===== config.mk =====
export PLATFORM = sky130hd
export DESIGN_NAME = psm_mode_select
export DESIGN_NICKNAME = d
export VERILOG_FILES = /design/src/psm_pkg.sv /design/src/psm_reg_if.sv /design/src/psm_mode_select.sv /design/src/psm_sbs_reg.sv
export SDC_FILE = /design/constraint.sdc
export NUM_CORES = 1
export LEC_CHECK = 0
export ABC_AREA = 1
export BUFFER_PORTS_ARGS = -buffer_cell sky130_fd_sc_hd__buf_2
export CAP_MARGIN = 25
export CORE_UTILIZATION = 34
export CTS_CLUSTER_SIZE = 40
export DETAILED_ROUTE_END_ITERATION = 8
export PLACE_DENSITY = 0.6
export SYNTH_ARGS = -nofsm -noshare
export SYNTH_HDL_FRONTEND = slang
export SYNTH_SLANG_ARGS = --single-unit

===== constraint.sdc =====
create_clock -name sys_clk -period 2.93 [get_ports sys_clk]
set_clock_uncertainty 0.2 [all_clocks]
set_input_delay 0.4395 -clock sys_clk [delete_from_list [all_inputs] [get_ports sys_clk]]
set_output_delay 0.4395 -clock sys_clk [all_outputs]
set_load 0.01 [all_outputs]

===== src/psm_pkg.sv =====
// Package of constants and types for the program space mode select block.
package psm_pkg;
	// ----------------------------------------------------------------
	// Register layout
	// ----------------------------------------------------------------
	localparam int          SEL_WIDTH       = 4;
	localparam int          MODE_BIT_POS    = 3;
	localparam int          BANK_LSB        = 0;
	localparam int          BANK_WIDTH      = 2;
	localparam logic [3:0]  SEL_RESET       = 4'h8;
	localparam logic        MODE_COMPACT    = 1'b1;
	// ----------------------------------------------------------------
	// Program counter and call figures
	// ----------------------------------------------------------------
	localparam int          PC_WIDTH        = 15;
	localparam int          PC_TOP_POS      = 14;
	localparam logic [15:0] ROM_BYTES_CMP   = 16'h4000;
	localparam logic [15:0] ROM_BYTES_EXT   = 16'h8000;
	localparam logic [1:0]  FRAME_CMP       = 2'h2;
	localparam logic [1:0]  FRAME_EXT       = 2'h3;
	localparam logic [2:0]  CALL_CYC_CMP    = 3'h3;
	localparam logic [2:0]  CALL_CYC_EXT    = 3'h4;
	localparam logic [2:0]  FCALL_CYC_CMP   = 3'h2;
	localparam logic [2:0]  FCALL_CYC_EXT   = 3'h3;
	// ----------------------------------------------------------------
	// Oscillation settling wait after reset, in main clock periods
	// ----------------------------------------------------------------
	localparam int          SETTLE_EXP      = 15;
	localparam int          SETTLE_CYCLES   = 1 << SETTLE_EXP;
	localparam int          SETTLE_CNT_W    = 16;

	typedef enum logic [1:0] {
		PSM_SETTLE,
		PSM_RUN
	} psm_state_type;
endpackage : psm_pkg


===== src/psm_reg_if.sv =====
// Interface carrying the selection register between the top and its register cell.
`timescale 1ns/1ps
interface psm_reg_if;
	logic       wr_en;
	logic [3:0] wr_data;
	logic [3:0] value;
	modport owner (input wr_en, input wr_data, output value);
	modport user  (output wr_en, output wr_data, input value);
endinterface : psm_reg_if


===== src/psm_mode_select.sv =====
// Top of the program space mode select block: register access, mode decode and settle wait.
`timescale 1ns/1ps
// Behaviour
// - Bit 3 of the selection register at 1 selects compact mode, at 0 extended mode.
// - Compact mode forces program counter bit 14 to zero, limiting fetch to 16384 bytes.
// - A subroutine call pushes 2 stack bytes in compact mode and 3 in extended mode.
// - Absolute calls take 3 or 4 machine cycles and fixed-area calls 2 or 3, by mode.
// - The long branch and long call instructions run only in extended mode.
// - The register is written and read by 4-bit memory manipulation instructions.
// - Reset sets the mode bit to 1 so the core starts in compact mode.
// - The stack may sit in any of data memory banks 0 to 3 in both modes.
// - After reset the core waits 2^15 main clock periods before executing.
module psm_mode_select
	import psm_pkg::*;
#(
	parameter int SETTLE_COUNT = SETTLE_CYCLES
)(
	input  wire logic                 sys_clk,
	input  wire logic                 sys_rst,
	input  wire logic                 mem_wr_en,
	input  wire logic                 mem_rd_en,
	input  wire logic [SEL_WIDTH-1:0] mem_wr_data,
	output logic      [SEL_WIDTH-1:0] mem_rd_data,
	input  wire logic [PC_WIDTH-1:0]  pc_next,
	output logic      [PC_WIDTH-1:0]  pc_fetch,
	input  wire logic                 long_instr_decoded,
	output logic                      long_instr_allowed,
	output logic                      long_instr_illegal,
	output logic                      compact_mode,
	output logic                      extended_mode,
	output logic      [1:0]           stack_bank,
	output logic      [1:0]           stack_frame_bytes,
	output logic      [2:0]           call_cycles,
	output logic      [2:0]           fixed_area_call_cycles,
	output logic      [15:0]          rom_limit_bytes,
	output logic                      cpu_run
);
	// ----------------------------------------------------------------
	// State
	// ----------------------------------------------------------------
	typedef struct packed {
		psm_state_type             state;
		logic [SETTLE_CNT_W-1:0]   cnt;
		logic [SEL_WIDTH-1:0]      rd_data;
	} psm_top_type;

	psm_top_type st_r;
	psm_top_type st_nxt;
	psm_reg_if   rif ();

	logic program_space_mode_bit;

	// ----------------------------------------------------------------
	// Register access
	// ----------------------------------------------------------------
	// Writes are held off during the settle wait because no instruction runs then.
	assign rif.wr_en   = mem_wr_en && cpu_run;
	assign rif.wr_data = mem_wr_data;

	psm_sel_reg u_sel (
		.sys_clk (sys_clk),
		.sys_rst (sys_rst),
		.rif     (rif)
	);

	assign program_space_mode_bit = rif.value[MODE_BIT_POS];
	assign compact_mode  = (program_space_mode_bit == MODE_COMPACT);
	assign extended_mode = !compact_mode;
	assign stack_bank    = rif.value[BANK_LSB +: BANK_WIDTH];

	// ----------------------------------------------------------------
	// Mode-dependent figures
	// ----------------------------------------------------------------
	// Only the top bit is cut in compact mode, so code in the lower 16 Kbyte half runs unchanged.
	always_comb begin
		pc_fetch = pc_next;
		if (compact_mode) begin
			pc_fetch[PC_TOP_POS] = 1'b0;
		end
	end

	// The figures are plain decodes of the mode bit, so they change the cycle after a write.
	// Nothing here stops software from flipping the mode while calls are stacked.
	assign rom_limit_bytes        = compact_mode ? ROM_BYTES_CMP : ROM_BYTES_EXT;
	assign stack_frame_bytes      = compact_mode ? FRAME_CMP : FRAME_EXT;
	assign call_cycles            = compact_mode ? CALL_CYC_CMP : CALL_CYC_EXT;
	assign fixed_area_call_cycles = compact_mode ? FCALL_CYC_CMP : FCALL_CYC_EXT;
	assign long_instr_allowed     = extended_mode;
	assign long_instr_illegal     = long_instr_decoded && compact_mode;

	// ----------------------------------------------------------------
	// Settle wait and read path
	// ----------------------------------------------------------------
	// A read in the same cycle as a write returns the old value; the new one shows a cycle later.
	// The settle wait is fixed by a parameter, and software has no way to shorten it.
	always_comb begin
		st_nxt = st_r;
		if (mem_rd_en) begin
			st_nxt.rd_data = rif.value;
		end
		unique case (st_r.state)
			PSM_SETTLE: begin
				if (st_r.cnt == SETTLE_CNT_W'(SETTLE_COUNT - 1)) begin
					st_nxt.state = PSM_RUN;
				end else begin
					st_nxt.cnt = st_r.cnt + SETTLE_CNT_W'(1);
				end
			end
			PSM_RUN: begin
				st_nxt.cnt = st_r.cnt;
			end
			default: begin
				st_nxt.state = PSM_SETTLE;
			end
		endcase
	end

	always_ff @(posedge sys_clk) begin
		if (sys_rst) begin
			st_r.state   <= PSM_SETTLE;
			st_r.cnt     <= '0;
			st_r.rd_data <= SEL_RESET;
		end else begin
			st_r <= st_nxt;
		end
	end

	assign cpu_run     = (st_r.state == PSM_RUN);
	assign mem_rd_data = st_r.rd_data;

	// ----------------------------------------------------------------
	// Checks
	// ----------------------------------------------------------------
	a_mode_decode: assert property (@(posedge sys_clk) disable iff (sys_rst)
		compact_mode == rif.value[3])
		else $error("mode decode does not follow bit 3");
	a_pc_top_zero: assert property (@(posedge sys_clk) disable iff (sys_rst)
		compact_mode |-> pc_fetch[14] == 1'b0 && pc_fetch[13:0] == pc_next[13:0])
		else $error("pc top bit not held at zero in compact mode");
	a_frame_size: assert property (@(posedge sys_clk) disable iff (sys_rst)
		stack_frame_bytes == (compact_mode ? 2'h2 : 2'h3))
		else $error("stack frame size wrong for mode");
	a_call_timing: assert property (@(posedge sys_clk) disable iff (sys_rst)
		call_cycles == fixed_area_call_cycles + 3'h1 && call_cycles == (extended_mode ? 3'h4 : 3'h3))
		else $error("call timing wrong for mode");
	a_long_illegal: assert property (@(posedge sys_clk) disable iff (sys_rst)
		long_instr_decoded && compact_mode |-> long_instr_illegal && !long_instr_allowed)
		else $error("long instruction accepted in compact mode");
	a_write_read: assert property (@(posedge sys_clk) disable iff (sys_rst)
		mem_wr_en && cpu_run ##1 mem_rd_en |=> mem_rd_data == $past(mem_wr_data, 2))
		else $error("register write not read back");
	a_stack_bank: assert property (@(posedge sys_clk) disable iff (sys_rst)
		mem_wr_en && cpu_run |=> stack_bank == $past(mem_wr_data[1:0]))
		else $error("stack bank does not follow low bits");
	a_settle_hold: assert property (@(posedge sys_clk) disable iff (sys_rst)
		$rose(cpu_run) |-> $past(st_r.cnt) == SETTLE_CNT_W'(SETTLE_COUNT - 1))
		else $error("execution started before settle wait ended");

	// ----------------------------------------------------------------
	// Decode checks
	// ----------------------------------------------------------------
	a_mode_pair: assert property (@(posedge sys_clk) disable iff (sys_rst)
		compact_mode != extended_mode)
		else $error("compact and extended mode flags agree");
	a_mode_follow_write: assert property (@(posedge sys_clk) disable iff (sys_rst)
		!sys_rst && mem_wr_en && cpu_run |=> compact_mode == $past(mem_wr_data[3]))
		else $error("mode does not follow the written mode bit");
	a_pc_full_ext: assert property (@(posedge sys_clk) disable iff (sys_rst)
		extended_mode |-> pc_fetch == pc_next)
		else $error("program counter cut in extended mode");
	a_rom_limit: assert property (@(posedge sys_clk) disable iff (sys_rst)
		rom_limit_bytes == (compact_mode ? 16'h4000 : 16'h8000))
		else $error("program space size wrong for mode");
	a_frame_follow: assert property (@(posedge sys_clk) disable iff (sys_rst)
		!sys_rst && mem_wr_en && cpu_run |=>
		stack_frame_bytes == ($past(mem_wr_data[3]) ? 2'h2 : 2'h3))
		else $error("stack frame size does not follow written mode");
	a_fcall_timing: assert property (@(posedge sys_clk) disable iff (sys_rst)
		fixed_area_call_cycles == (compact_mode ? 3'h2 : 3'h3))
		else $error("fixed area call timing wrong for mode");
	a_long_allowed: assert property (@(posedge sys_clk) disable iff (sys_rst)
		extended_mode |-> long_instr_allowed && !long_instr_illegal)
		else $error("long instruction refused in extended mode");
	a_long_quiet: assert property (@(posedge sys_clk) disable iff (sys_rst)
		!long_instr_decoded |-> !long_instr_illegal)
		else $error("illegal flag raised without a long instruction");

	// ----------------------------------------------------------------
	// Register and settle checks
	// ----------------------------------------------------------------
	// Apart from a_reset_outputs and a_bank_decode, each antecedent excludes a sampled reset, so reset edges in mid-run do not trip them.
	// Some checks read the settle counter, so a counter fault shows even while cpu_run looks right.
	a_write_refused: assert property (@(posedge sys_clk) disable iff (sys_rst)
		!sys_rst && mem_wr_en && !cpu_run |=> rif.value == $past(rif.value))
		else $error("register written during settle wait");
	a_read_capture: assert property (@(posedge sys_clk) disable iff (sys_rst)
		!sys_rst && mem_rd_en |=> mem_rd_data == $past(rif.value))
		else $error("read data does not match register");
	a_read_hold: assert property (@(posedge sys_clk) disable iff (sys_rst)
		!sys_rst && !mem_rd_en |=> $stable(mem_rd_data))
		else $error("read data changed without a read");
	a_reg_hold: assert property (@(posedge sys_clk) disable iff (sys_rst)
		!sys_rst && !mem_wr_en |=> $stable(rif.value))
		else $error("register changed without a write");
	a_reset_outputs: assert property (@(posedge sys_clk)
		sys_rst |=> compact_mode && stack_bank == 2'h0 && !cpu_run && mem_rd_data == SEL_RESET)
		else $error("outputs not at reset values after reset");
	a_bank_decode: assert property (@(posedge sys_clk) disable iff (sys_rst)
		stack_bank == rif.value[1:0])
		else $error("stack bank does not follow register");
	a_run_stays: assert property (@(posedge sys_clk) disable iff (sys_rst)
		!sys_rst && cpu_run |=> cpu_run)
		else $error("execution stopped without reset");
	a_no_early_run: assert property (@(posedge sys_clk) disable iff (sys_rst)
		!sys_rst && !cpu_run && st_r.cnt != SETTLE_CNT_W'(SETTLE_COUNT - 1) |=> !cpu_run)
		else $error("execution started early");
	a_settle_count: assert property (@(posedge sys_clk) disable iff (sys_rst)
		!sys_rst && !cpu_run && st_r.cnt != SETTLE_CNT_W'(SETTLE_COUNT - 1) |=>
		st_r.cnt == $past(st_r.cnt) + SETTLE_CNT_W'(1))
		else $error("settle counter skipped a step");
endmodule : psm_mode_select


===== src/psm_sbs_reg.sv =====
// Four-bit stack bank selection register cell.
`timescale 1ns/1ps
module psm_sel_reg
	import psm_pkg::*;
(
	input  wire logic   sys_clk,
	input  wire logic   sys_rst,
	psm_reg_if.owner    rif
);
	typedef struct packed {
		logic [3:0] sel_r;
	} psm_cell_type;

	psm_cell_type st_r;
	psm_cell_type st_nxt;

	always_comb begin
		st_nxt = st_r;
		if (rif.wr_en) begin
			st_nxt.sel_r = rif.wr_data;
		end
	end

	always_ff @(posedge sys_clk) begin
		if (sys_rst) begin
			st_r.sel_r <= SEL_RESET;
		end else begin
			st_r <= st_nxt;
		end
	end

	assign rif.value = st_r.sel_r;

	a_reset_compact: assert property (@(posedge sys_clk) sys_rst |=> st_r.sel_r[3] == 1'b1)
		else $error("mode bit not set to compact after reset");
endmodule : psm_sel_reg


==> results by group <==
Synth
  – Area leader, netlist: dfxtp_1
  – Number of synthesis warnings: 0
  – Area of the mapped netlist: 1630 µm²
  – Synth area leaders: dfxtp_1, buf_4, nor2_1
  – Top cell type's share of synthesized area: 30.7%
  – Post-Syn Area per Cell: 6.49 µm²
  – Seq/Total Area, Yosys: 30.7%
  – Synth Register Bits: 25
  – Mapped Cells: 251
  – Yosys cell types: 20

Global route
  – Antenna violations before repair: 0
  – GRT Overall Usage: 11.9%
  – Global-route wire length before repair: 4840 µm
  – Vias in the first global route: 1132
  – Gr ovfl total: 0
  – Largest net degree at the start of global routing: 25

Critical path
  – Crit path depth: 9
  – Worst setup startpoint: st_r[4]
  – Worst Reg-to-Reg Cells: 9
  – Max stage delay on crit path: 0.40 ns
  – CP required: 2.95 ns
  – Worst setup path end: st_r[5]
  – R2r endpoint: st_r[5]
  – Critical path, cell by cell: ha_1, inv_1, nor2_2, nand2_2, inv_2, nand2_2, nand3b_1, nand2_1, nor2_1
  – Setup Crit Path Kind: reg2reg
  – Crit start category: flop
  – Delay-heaviest family, CP: simple AND/OR/NAND/NOR gates
  – Reg2reg start: st_r[4]
  – Crit. End Element: flop
  – Worst path slowest cell: dfxtp_1
  – CP Data Arrival Time: 1.73 ns
  – Buf/Inv on CP: 2
  – Most frequent cell on the critical path: nand2_2
  – Flop-to-flop setup slack: 1.22 ns
  – Worst-path fanout max: 15

Timing
  – Finish-stage setup viols: 0
  – F_max: 584 MHz
  – Setup tns final: 0 ns
  – Min cycle time layout: 1.71 ns
  – Period utilization: 58.5%
  – Final setup margin: 1.22 ns
  – Final hold violations: 0
  – RSZ-0062 raised after global routing: no
  – Tightest Pin Transition: 0.726 ns
  – Slew margin rel.: 51.5%
  – Slew Viols, Final: 0

Pwr
  – Total Power: 606 µW
  – Peak VDD IR: 0.224 mV
  – Pwr/cell area: 383 nW/µm²
  – Leak: 0.747 nW

Placed design
  – Placer Congestion: 0.822
  – Placed Instances: 298
  – Estimated wirelength of the detail-placed design: 2210 µm
  – Pre-CTS setup slack: 1.22 ns
  – Port-buffer cells: 28

Clocking
  – Root buf cell: clkbuf_8
  – CTS tree: done
  – Num Clock Sinks: 25
  – Post-cts resize count: 0
  – Cts bufs inserted: 3
  – Hold-fix buffers, CTS: 0
  – Setup Buffers After CTS: 0
  – Clk slew on worst S/H paths: 0.09 ns
  – Clk buf depth: 2
  – Clk_lat worst skew: 0.27 ns
  – Htree depth: 1

Worst hold path
  – Worst Hold Class: in2reg

Floorplanning
  – Std cell rows: 24
  – CORE AREA: 4470 µm²
  – Die area: 5070 µm²
  – Die width: 71.2 µm
  – Boundary Pins: 74
  – Initial Util: 36.4%
  – Die height: 71.2 µm

Final layout
  – Antenna cells: 0
  – Filler cell count: 499
  – Nets: 276
  – Register area: 500 µm²
  – Share of layout cells above drive strength 1: 16.4%
  – Fin cells: 302
  – Area growth from synthesis to layout: -3.00%
  – Post-layout util: 35.3%
  – Area of the multi-input gates: 746 µm²

Detailed routing
  – Vias/cell: 4.38
  – DRT iter0 DRCs: 44
  – Via count: 1324
  – Drc violations: 6
  – Drt pass-1 iters: 6
  – Final ANT Viol Nets: 0
  – Routed WL per cell: 9.53 µm
  – Routed wire length: 2880 µm

Run status
  – Status: finished with violations
  – Failing checks: design-rule violations

Job
  – Max-cap violations: 0
-- synth_stat cells --
master	n
nor2_1	57
nand2_1	46
buf_4	45
dfxtp_1	25
inv_1	20
nand3_1	17
a21oi_1	10
o21ai_0	6
nand3b_1	4
nand2_2	3
nand4_1	3
nor2_2	3
clkbuf_1	2
conb_1	2
inv_2	2
o211ai_1	2
buf_6	1
ha_1	1
nor2_4	1
nor3_1	1
-- sequential cells by signal (all words and copies together) (netlist names) --
name / count
st_r: 17
mem_rd_data: 4
u_sel.rif.value: 4
-- logic make-up (layout without fill, tap and decap cells) --
kind of cell | after synthesis | count (layout) | share of synthesized area, %
compound gates | 18 | 18 | 5.84
fa+ha+maj | 1 | 1 | 0.768
buf+inv | 70 | 54 | 27.0
flops | 25 | 25 | 30.7
other cells | 2 | 17 | 0.461
simple gates | 135 | 135 | 35.3
-- worst reg2reg max path, delay by kind of cell, from the launching register on --
kind / cells / cell delay [ns]
and+or+nand+nor: 6 / 0.74
adders and majority gates: 1 / 0.19
buffers and inverters: 2 / 0.12
DFF: 1 / 0.40
-- worst min-delay path by stage --
stage          slack (ns)             end  cells after the start            from
5_1_grt              0.13        st_r[20]                      2         sys_rst
6_report             0.13        st_r[20]                      2         sys_rst
3_3_place_gp         0.26  mem_rd_data[3]                      2  mem_rd_data[3]
2_1_floorplan        0.25  mem_rd_data[3]                      2  mem_rd_data[3]
3_5_place_dp         0.27  mem_rd_data[3]                      2  mem_rd_data[3]
4_1_cts              0.13        st_r[20]                      2         sys_rst
-- cells in the final DEF, fill, tap and decap left out --
cell type  count
nor2_1        57
nand2_1       46
buf_2         28
dfxtp_1       25
inv_1         20
nand3_1       17
conb_1        17
a21oi_1       10
o21ai_0        6
nand3b_1       4
nand2_2        3
nor2_2         3
nand4_1        3
clkbuf_8       3
inv_2          2
o211ai_1       2
nor2_4         1
nor3_1         1
ha_1           1
clkinv_2       1
-- final cells by class --
type	instances	area share, %
repair buffers	28	8.87
well taps	52	4.12
inverters	22	5.23
clock buffers	3	2.61
clock inverters	1	0.317
flip-flops and latches	25	31.7
multi-input cells	171	47.2
-- per-layer routing --
metal	wire, µm	GRT usage [%]	vias up
met5	0	0	-
met4	54	5.78	0
met3	101	0.985	5
met2	1290	19.9	35
met1	1430	15.4	568
li1	-	-	716
-- power breakdown --
part           internal [mW]  total, mW  leakage (nW)  switching (mW)
Clock                 0.0953      0.209        0.0255           0.113
Sequential             0.346      0.351         0.203         0.00531
Combinational         0.0160     0.0462         0.519          0.0302
Total                  0.457      0.606         0.747           0.149
-- through the flow --
step           instance area, µm²  hold WS [ns]
2_1_floorplan                1690         0.247
3_3_place_gp                 1530         0.261
3_5_place_dp                 1530         0.265
4_1_cts                      1580         0.135
5_1_grt                      1580         0.127
6_report                     1580         0.134
Note: power is estimated with default switching activity, not from simulation.
